==> config.mk <==
export PLATFORM = sky130hd
export DESIGN_NAME = timer_control_regs
export DESIGN_NICKNAME = d
export VERILOG_FILES = /design/src/inc/timer_ctrl_pkg.sv /design/src/design/ctrl_reg_bank.sv /design/src/design/timer_control_regs.sv
export SDC_FILE = /design/constraint.sdc
export NUM_CORES = 1
export LEC_CHECK = 0
export BUFFER_PORTS_ARGS = -buffer_cell sky130_fd_sc_hd__clkbuf_2
export CORE_UTILIZATION = 43
export DETAILED_ROUTE_END_ITERATION = 7
export GPL_TIMING_DRIVEN = 0
export PLACE_DENSITY = 0.79
export SLEW_MARGIN = 20
export SYNTH_ARGS = -nofsm -noshare
export SYNTH_HDL_FRONTEND = slang
export SYNTH_SLANG_ARGS = --single-unit
export TNS_END_PERCENT = 50
==> constraint.sdc <==
create_clock -name i_core_clk -period 1.8 [get_ports i_core_clk]
set_input_delay 0.18 -clock i_core_clk [delete_from_list [all_inputs] [get_ports i_core_clk]]
set_output_delay 0.18 -clock i_core_clk [all_outputs]
set_load 0.02 [all_outputs]
==> src/inc/timer_ctrl_pkg.sv <==
package timer_ctrl_pkg;
    // ------------------------------------------------------------
    // register map: word indices, byte address is four times each
    // ------------------------------------------------------------
    localparam logic [3:0] IDX_CTRL_ONE = 4'ha;
    localparam logic [3:0] IDX_CTRL_TWO = 4'hb;
    localparam logic [3:0] IDX_STATUS = 4'hc;
    localparam logic [7:0] CTRL_ONE_RESET = 8'h00;
    localparam logic [7:0] CTRL_TWO_RESET = 8'h00;
    // ------------------------------------------------------------
    // control register one fields
    // ------------------------------------------------------------
    localparam int ONE_EDGE_FLAG = 7;
    localparam int ONE_IRQ_EN = 6;
    localparam int ONE_OUT_EN = 5;
    localparam int ONE_CLK_SEL = 1;
    localparam int ONE_MON_LOAD = 0;
    // ------------------------------------------------------------
    // control register two fields
    // ------------------------------------------------------------
    localparam int TWO_RSVD = 7;
    localparam int TWO_IRQ_EN = 6;
    localparam int TWO_T2_PRESCALE = 5;
    localparam int TWO_T2_CLK_SEL = 4;
    localparam int TWO_T2_RUN = 3;
    localparam int TWO_T1_PRESCALE = 2;
    localparam int TWO_T1_CLK_SEL = 1;
    localparam int TWO_T1_RUN = 0;
    // ------------------------------------------------------------
    // axi responses
    // ------------------------------------------------------------
    localparam logic [1:0] RESP_OKAY = 2'h0;
    localparam logic [1:0] RESP_SLVERR = 2'h2;
endpackage

==> src/design/ctrl_reg_bank.sv <==
`timescale 1ns/10ps
// two-word store for the control bytes, registered read port
module ctrl_reg_bank #(
    parameter int WIDTH = 8
) (
    input wire logic i_core_clk,
    input wire logic i_rst,
    input wire logic i_we,
    input wire logic i_wsel,
    input wire logic [WIDTH-1:0] i_wdata,
    input wire logic i_rsel,
    output logic [WIDTH-1:0] o_rdata,
    output logic [WIDTH-1:0] o_word0,
    output logic [WIDTH-1:0] o_word1
);
    logic [WIDTH-1:0] mem_q [2];

    always_ff @(posedge i_core_clk) begin
        if (i_rst) begin
            mem_q[0] <= '0;
            mem_q[1] <= '0;
            o_rdata <= '0;
        end else begin
            if (i_we) begin
                mem_q[i_wsel] <= i_wdata;
            end
            o_rdata <= mem_q[i_rsel];
        end
    end

    assign o_word0 = mem_q[0];
    assign o_word1 = mem_q[1];
endmodule

==> src/design/timer_control_regs.sv <==
`timescale 1ns/10ps
// Operation
// - set edge flag on timer a edge
// - write one clears flag, zero keeps
// - flag never set while uart runs
// - bit five enables timer a output
// - serial bit zero hands pins to uart
// - bit one selects fast processor clock
// - register two bit six enables interrupt
// - bit four: timer 2 counts slow clock
// - rising load bit reloads, activates monitor
// - prescale mode reloads low counter; none for m
module timer_control_regs (
    input wire logic i_core_clk,
    input wire logic i_rst,
    input wire logic [31:0] s_axi_awaddr,
    input wire logic s_axi_awvalid,
    output logic s_axi_awready,
    input wire logic [31:0] s_axi_wdata,
    input wire logic [3:0] s_axi_wstrb,
    input wire logic s_axi_wvalid,
    output logic s_axi_wready,
    output logic [1:0] s_axi_bresp,
    output logic s_axi_bvalid,
    input wire logic s_axi_bready,
    input wire logic [31:0] s_axi_araddr,
    input wire logic s_axi_arvalid,
    output logic s_axi_arready,
    output logic [31:0] s_axi_rdata,
    output logic [1:0] s_axi_rresp,
    output logic s_axi_rvalid,
    input wire logic s_axi_rready,
    input wire logic i_timer_a_edge,
    input wire logic i_serial_control_bit_zero,
    output logic o_timer_a_edge_flag,
    output logic o_timer_a_irq,
    output logic o_timer_a_output_enable,
    output logic o_uart_owns_pins,
    output logic o_cpu_clock_select,
    output logic o_monitor_reload,
    output logic o_monitor_active,
    output logic o_first_timer_prescale_mode,
    output logic o_first_timer_clock_select,
    output logic o_first_timer_run,
    output logic o_second_timer_prescale_mode,
    output logic o_second_timer_clock_select,
    output logic o_second_timer_run
);
    // ------------------------------------------------------------
    // write channel capture
    // ------------------------------------------------------------
    logic aw_full_q;
    logic w_full_q;
    logic [3:0] aw_idx_q;
    logic [7:0] w_byte_q;
    logic w_lane_q;
    logic bvalid_q;
    logic [1:0] bresp_q;

    wire aw_take = s_axi_awvalid && s_axi_awready;
    wire w_take = s_axi_wvalid && s_axi_wready;
    wire wr_fire = aw_full_q && w_full_q && !bvalid_q;
    wire wr_one = wr_fire && (aw_idx_q == timer_ctrl_pkg::IDX_CTRL_ONE);
    wire wr_two = wr_fire && (aw_idx_q == timer_ctrl_pkg::IDX_CTRL_TWO);
    wire wr_hit = wr_one || wr_two ||
        (aw_idx_q == timer_ctrl_pkg::IDX_STATUS);
    wire wr_one_en = wr_one && w_lane_q;
    wire wr_two_en = wr_two && w_lane_q;
    // next-state views feed the registered ready flags
    wire aw_full_d = !wr_fire && (aw_take || aw_full_q);
    wire w_full_d = !wr_fire && (w_take || w_full_q);
    wire bvalid_d = wr_fire || (bvalid_q && !s_axi_bready);
    wire awready_d = !aw_full_d && !bvalid_d;
    wire wready_d = !w_full_d && !bvalid_d;

    always_ff @(posedge i_core_clk) begin
        if (i_rst) begin
            aw_full_q <= 1'b0;
            w_full_q <= 1'b0;
            aw_idx_q <= 4'h0;
            w_byte_q <= 8'h00;
            w_lane_q <= 1'b0;
            bvalid_q <= 1'b0;
            bresp_q <= timer_ctrl_pkg::RESP_OKAY;
        end else begin
            if (aw_take) begin
                aw_full_q <= 1'b1;
                aw_idx_q <= s_axi_awaddr[5:2];
            end
            if (w_take) begin
                w_full_q <= 1'b1;
                w_byte_q <= s_axi_wdata[7:0];
                w_lane_q <= s_axi_wstrb[0];
            end
            if (wr_fire) begin
                aw_full_q <= 1'b0;
                w_full_q <= 1'b0;
                bvalid_q <= 1'b1;
                bresp_q <= wr_hit ? timer_ctrl_pkg::RESP_OKAY
                                  : timer_ctrl_pkg::RESP_SLVERR;
            end else if (bvalid_q && s_axi_bready) begin
                bvalid_q <= 1'b0;
            end
        end
    end

    // ------------------------------------------------------------
    // control bytes
    // ------------------------------------------------------------
    logic [7:0] one_q;
    logic [7:0] two_q;
    logic [7:0] bank_rdata;
    logic edge_flag_q;
    logic mon_bit_q;
    logic mon_active_q;
    logic mon_reload_q;

    wire [7:0] two_wr = w_byte_q & ~(8'h01 << timer_ctrl_pkg::TWO_RSVD);

    ctrl_reg_bank #(.WIDTH(8)) u_bank (
        .i_core_clk(i_core_clk),
        .i_rst(i_rst),
        .i_we(wr_one_en || wr_two_en),
        .i_wsel(wr_two_en),
        .i_wdata(wr_two_en ? two_wr : w_byte_q),
        .i_rsel(s_axi_araddr[2]),
        .o_rdata(bank_rdata),
        .o_word0(one_q),
        .o_word1(two_q)
    );

    // edge flag: hardware set wins over software clear
    wire uart_on = i_serial_control_bit_zero;
    wire edge_set = i_timer_a_edge && !uart_on;
    wire edge_clr = wr_one_en && w_byte_q[timer_ctrl_pkg::ONE_EDGE_FLAG];
    wire edge_d = edge_set || (edge_flag_q && !edge_clr);

    // monitor load sees only rising transitions of the stored bit
    wire mon_new = wr_one_en ? w_byte_q[timer_ctrl_pkg::ONE_MON_LOAD]
                             : mon_bit_q;
    wire mon_rise = mon_new && !mon_bit_q;

    always_ff @(posedge i_core_clk) begin
        if (i_rst) begin
            edge_flag_q <= 1'b0;
            mon_bit_q <= 1'b0;
            mon_active_q <= 1'b0;
            mon_reload_q <= 1'b0;
        end else begin
            edge_flag_q <= edge_d;
            mon_bit_q <= mon_new;
            mon_reload_q <= mon_rise;
            if (mon_rise) begin
                mon_active_q <= 1'b1;
            end
        end
    end

    // ------------------------------------------------------------
    // read channel
    // ------------------------------------------------------------
    logic rd_pend_q;
    logic [31:0] rdata_q;
    logic rvalid_q;
    logic rsel_one_q;
    logic rsel_two_q;
    logic rsel_stat_q;
    logic [1:0] rresp_q;

    wire [3:0] ar_idx = s_axi_araddr[5:2];
    wire ar_take = s_axi_arvalid && s_axi_arready;
    wire rvalid_d = rd_pend_q || (rvalid_q && !s_axi_rready);
    wire arready_d = !ar_take && !rvalid_d;
    wire ar_one = ar_idx == timer_ctrl_pkg::IDX_CTRL_ONE;
    wire ar_two = ar_idx == timer_ctrl_pkg::IDX_CTRL_TWO;
    wire ar_stat = ar_idx == timer_ctrl_pkg::IDX_STATUS;
    wire [7:0] rd_one = {edge_flag_q, bank_rdata[6:0]};
    wire [7:0] rd_stat = {6'h00, uart_on, mon_active_q};
    wire [7:0] rd_byte = rsel_one_q ? rd_one :
                         rsel_two_q ? bank_rdata :
                         rsel_stat_q ? rd_stat : 8'h00;

    always_ff @(posedge i_core_clk) begin
        if (i_rst) begin
            rd_pend_q <= 1'b0;
            rvalid_q <= 1'b0;
            rsel_one_q <= 1'b0;
            rsel_two_q <= 1'b0;
            rsel_stat_q <= 1'b0;
            rresp_q <= timer_ctrl_pkg::RESP_OKAY;
            rdata_q <= 32'h00000000;
        end else begin
            rd_pend_q <= ar_take;
            rvalid_q <= rvalid_d;
            if (ar_take) begin
                rsel_one_q <= ar_one;
                rsel_two_q <= ar_two;
                rsel_stat_q <= ar_stat;
                rresp_q <= (ar_one || ar_two || ar_stat)
                    ? timer_ctrl_pkg::RESP_OKAY
                    : timer_ctrl_pkg::RESP_SLVERR;
            end
            // bank word lags the take by a cycle, hence the extra stage
            if (rd_pend_q) begin
                rdata_q <= {24'h000000, rd_byte};
            end
        end
    end

    // ------------------------------------------------------------
    // registered outputs
    // ------------------------------------------------------------
    wire irq_en = two_q[timer_ctrl_pkg::TWO_IRQ_EN];
    always_ff @(posedge i_core_clk) begin
        if (i_rst) begin
            s_axi_awready <= 1'b0;
            s_axi_wready <= 1'b0;
            s_axi_arready <= 1'b0;
            o_timer_a_irq <= 1'b0;
            o_timer_a_output_enable <= 1'b0;
            o_uart_owns_pins <= 1'b0;
            o_cpu_clock_select <= 1'b0;
            o_first_timer_prescale_mode <= 1'b0;
            o_first_timer_clock_select <= 1'b0;
            o_first_timer_run <= 1'b0;
            o_second_timer_prescale_mode <= 1'b0;
            o_second_timer_clock_select <= 1'b0;
            o_second_timer_run <= 1'b0;
        end else begin
            // ready means a free slot; it drops on the take edge
            s_axi_awready <= awready_d;
            s_axi_wready <= wready_d;
            s_axi_arready <= arready_d;
            o_timer_a_irq <= edge_d && irq_en;
            o_timer_a_output_enable <= one_q[timer_ctrl_pkg::ONE_OUT_EN]
                && !uart_on;
            o_uart_owns_pins <= uart_on;
            o_cpu_clock_select <= one_q[timer_ctrl_pkg::ONE_CLK_SEL];
            o_second_timer_prescale_mode <=
                two_q[timer_ctrl_pkg::TWO_T2_PRESCALE];
            o_first_timer_prescale_mode <=
                two_q[timer_ctrl_pkg::TWO_T1_PRESCALE];
            o_second_timer_clock_select <=
                two_q[timer_ctrl_pkg::TWO_T2_CLK_SEL];
            o_second_timer_run <= two_q[timer_ctrl_pkg::TWO_T2_RUN];
            o_first_timer_run <= two_q[timer_ctrl_pkg::TWO_T1_RUN];
            o_first_timer_clock_select <=
                two_q[timer_ctrl_pkg::TWO_T1_CLK_SEL];
        end
    end

    // bus answers and flags come straight from their flops
    assign s_axi_bvalid = bvalid_q;
    assign s_axi_bresp = bresp_q;
    assign s_axi_rvalid = rvalid_q;
    assign s_axi_rresp = rresp_q;
    assign s_axi_rdata = rdata_q;
    assign o_timer_a_edge_flag = edge_flag_q;
    assign o_monitor_active = mon_active_q;
    assign o_monitor_reload = mon_reload_q;
endmodule

==> results.sh <==
export IMPL_status="finished with violations"
export IMPL_synth_area_um2=2815
export IMPL_port_buffers=53
export IMPL_cts_root_buf="clkbuf_8"
export IMPL_worstSetupPathType="reg2reg"
export IMPL_nNetsFinal=480
export IMPL_die_w_um=82.92
export IMPL_power_density_nw_per_um2=939.6
export IMPL_place_congestion=0.7611
export IMPL_drive_above_1_share_pct=26.60
export IMPL_grt_pass1_vias=1992
export IMPL_rsz0062_at_grt="no"
export IMPL_finalHoldViolCount=0
export IMPL_vias_per_cell=4.589
export IMPL_cts_buffers=9
export IMPL_grt_pass1_wl_um=8976
export IMPL_grt_max_degree=12
export IMPL_tns_ns=0
export IMPL_yosysWarnings=0
export IMPL_switching_share_pct=23.99
export IMPL_routedWlPerCell_um=11.80
export IMPL_overflow=0
export IMPL_cts_hold_buf=0
export IMPL_postCtsSetupBuffers=0
export IMPL_ys_seq_area_share_pct=56.89
export IMPL_endpoint_kind="flop"
export IMPL_fillCellCount=567
export IMPL_cts_sinks=72
export IMPL_async_flop_share_pct=0
export IMPL_io_pins=163
export IMPL_insertion_delay_ns=0.34
export IMPL_synth_edf_count=16
export IMPL_drv_slew=0
export IMPL_slew_headroom_pct=62.34
export IMPL_cp_data_required_time_ns=1.81
export IMPL_vdd_drop_max_uv=816.8
export IMPL_cts_resized=0
export IMPL_postSynthAreaPerCell_um2=10.02
export IMPL_start_kind="flop"
export IMPL_ys_seq_elements=72
export IMPL_antenna_found_initial=0
export IMPL_use_met2_pct=27.35
export IMPL_synthesis_instances=281
export IMPL_grtUsageMet1_pct=20.01
export IMPL_cap_violations=0
export IMPL_clkSlewWorstSetupHoldPaths_ns=0.07
export IMPL_die_h_um=82.92
export IMPL_dpl_cell_area_um2=3274
export IMPL_num_rows=29
export IMPL_area_growth_pct=22.67
export IMPL_p_clk_share_pct=36.3
export IMPL_totalWireLength_um=5347
export IMPL_min_period_ns=1.608
export IMPL_synth_distinct_cells=38
export IMPL_hold_ws_ns=0.06044
export IMPL_hp_class="in2reg"
export IMPL_drt_first_pass_iters=6
export IMPL_cts_max_level=3
export IMPL_n_antenna_cell=0
export IMPL_final_common_cell="dfxtp_1"
export IMPL_final_area_um2=3453
export IMPL_p_int_w=0.002466
export IMPL_cts_tree="done"
export IMPL_arrival_ns=1.62
export IMPL_gr_usage_met3_pct=3.181
export IMPL_p_sw_w=0.0007785
export IMPL_post_route_period_util_pct=89.34
export IMPL_violations="DRC"
export IMPL_grt_most_used_layer="met2"
export IMPL_p_leak_nw=1.581
export IMPL_ys_flop_type="dfxtp_1"
export IMPL_antenna_left=0
export IMPL_layout_common_cells="dfxtp_1 (56), clkbuf_2 (53), nand2_1 (33)"
export IMPL_clockBufferDepth=2
export IMPL_drc=2
export IMPL_fmax_mhz=621.9
export IMPL_grtUsageTotal_pct=16.76
export IMPL_power_frac_comb_pct=9.7
export IMPL_cp_max_fo=9
export IMPL_tightest_slew_ns=0.5649
export IMPL_dp_final_hpwl_um=4007
export IMPL_initial_utilization_pct=44.33
export IMPL_finClkSkew_ns=0.003561
export IMPL_fp_coreArea_um2=6350
export IMPL_num_vias=2079
export IMPL_drt_first_iter_violations=62
export IMPL_pwr_share_seq_pct=54.0
export IMPL_setup_viol=0
export IMPL_die_area_um2=6875
-- worst max-delay path, cell delays in order (launching register included) --
cell,delay [ns]
dfxtp_1,0.32
and3b_1,0.22
buf_6,0.13
and3_1,0.26
or2_1,0.34
-- cell usage after synthesis, types with 2 or more instances --
master / n / area (um2)
buf_1: 2 / 7.510
nand2b_1: 7 / 43.79
buf_6: 2 / 22.52
clkbuf_1: 6 / 22.52
nand3_1: 12 / 60.06
edfxtp_1: 16 / 480.5
a21oi_1: 23 / 115.1
nand2_1: 33 / 123.9
a31oi_1: 2 / 12.51
nor3b_1: 3 / 22.52
buf_2: 4 / 20.02
buf_4: 26 / 195.2
dfxtp_1: 56 / 1121
and2_1: 3 / 18.77
nor2_1: 23 / 86.33
a311oi_1: 4 / 35.03
nand3b_1: 2 / 15.01
mux2i_1: 9 / 90.09
nor2b_1: 12 / 75.07
and3_1: 17 / 106.4
nor3_1: 2 / 10.01
-- routing by layer --
metal	routed length (um)	vias up
met5	0	-
met4	135	0
met3	220	10
met2	2649	52
met1	2342	924
li1	-	1093
-- final cells by class --
type	count	area [um2]	share of cell area, %
buffer	40	267.8	7.754
clock buffer	11	131.4	3.804
clock inverter	5	47.55	1.377
inverter	1	3.754	0.1087
multi-input combinational	194	1040	30.11
sequential	72	1602	46.38
tap	77	96.34	2.790
timing repair buffer	53	265.3	7.681
-- metrics by stage --
| stage | cells | setup WS (ns) | utilization (%) | total power [W] |
|---|---|---|---|---|
| floorplan | 307 | 0.2537 | - | 0.002008 |
| global placement | 437 | 0.2416 | 51.57 | 0.002094 |
| detailed placement | 437 | 0.1977 | 51.57 | 0.002102 |
| CTS | 453 | 0.1772 | 54.38 | 0.003269 |
| global route | 453 | 0.08067 | 54.38 | 0.003373 |
| finish | 453 | 0.1919 | 54.38 | 0.003245 |
-- power by group through the flow --
| stage | clock (W) | sequential (W) | combinational [W] |
|---|---|---|---|
| final | 0.00118 | 0.00175 | 0.000316 |
| after global routing | 0.00127 | 0.00176 | 0.000346 |
| after CTS | 0.00120 | 0.00175 | 0.000317 |
| after detailed placement | 0 | 0.00179 | 0.000315 |
| after global placement | 0 | 0.00178 | 0.000311 |
| after floorplan | 0 | 0.00181 | 0.000202 |
-- cells by family after synthesis --
| logic type | Yosys count | synth area share (%) |
|---|---|---|
| other | 1 | 0.1332 |
| and+or+nand+nor | 123 | 22.67 |
| DFF | 72 | 56.89 |
| muxes | 9 | 3.200 |
| buffers and inverters | 41 | 9.644 |
| AOI/OAI and AO/OA | 35 | 7.467 |
-- worst paths after layout --
| path | start | to | slack [ns] | depth (start not counted) |
|---|---|---|---|---|
| setup reg to reg | s_axi_bvalid | u_bank.mem_q[0][7] | 0.19 | 4 |
| hold reg to reg | s_axi_rresp[1] | s_axi_rresp[1] | 0.46 | 2 |
| setup / recovery | s_axi_bvalid | u_bank.mem_q[0][7] | 0.19 | 4 |
| hold / removal | s_axi_wdata[6] | w_byte_q[6] | 0.06 | 3 |
-- registers in the layout, indices dropped and copies added (netlist names), 4 cells and up --
name	count
w_byte_q	8
aw_idx_q	4
u_bank.mem_q	16
u_bank.o_rdata	8
s_axi_rdata	8
Note: power is estimated with default switching activity, not from simulation.
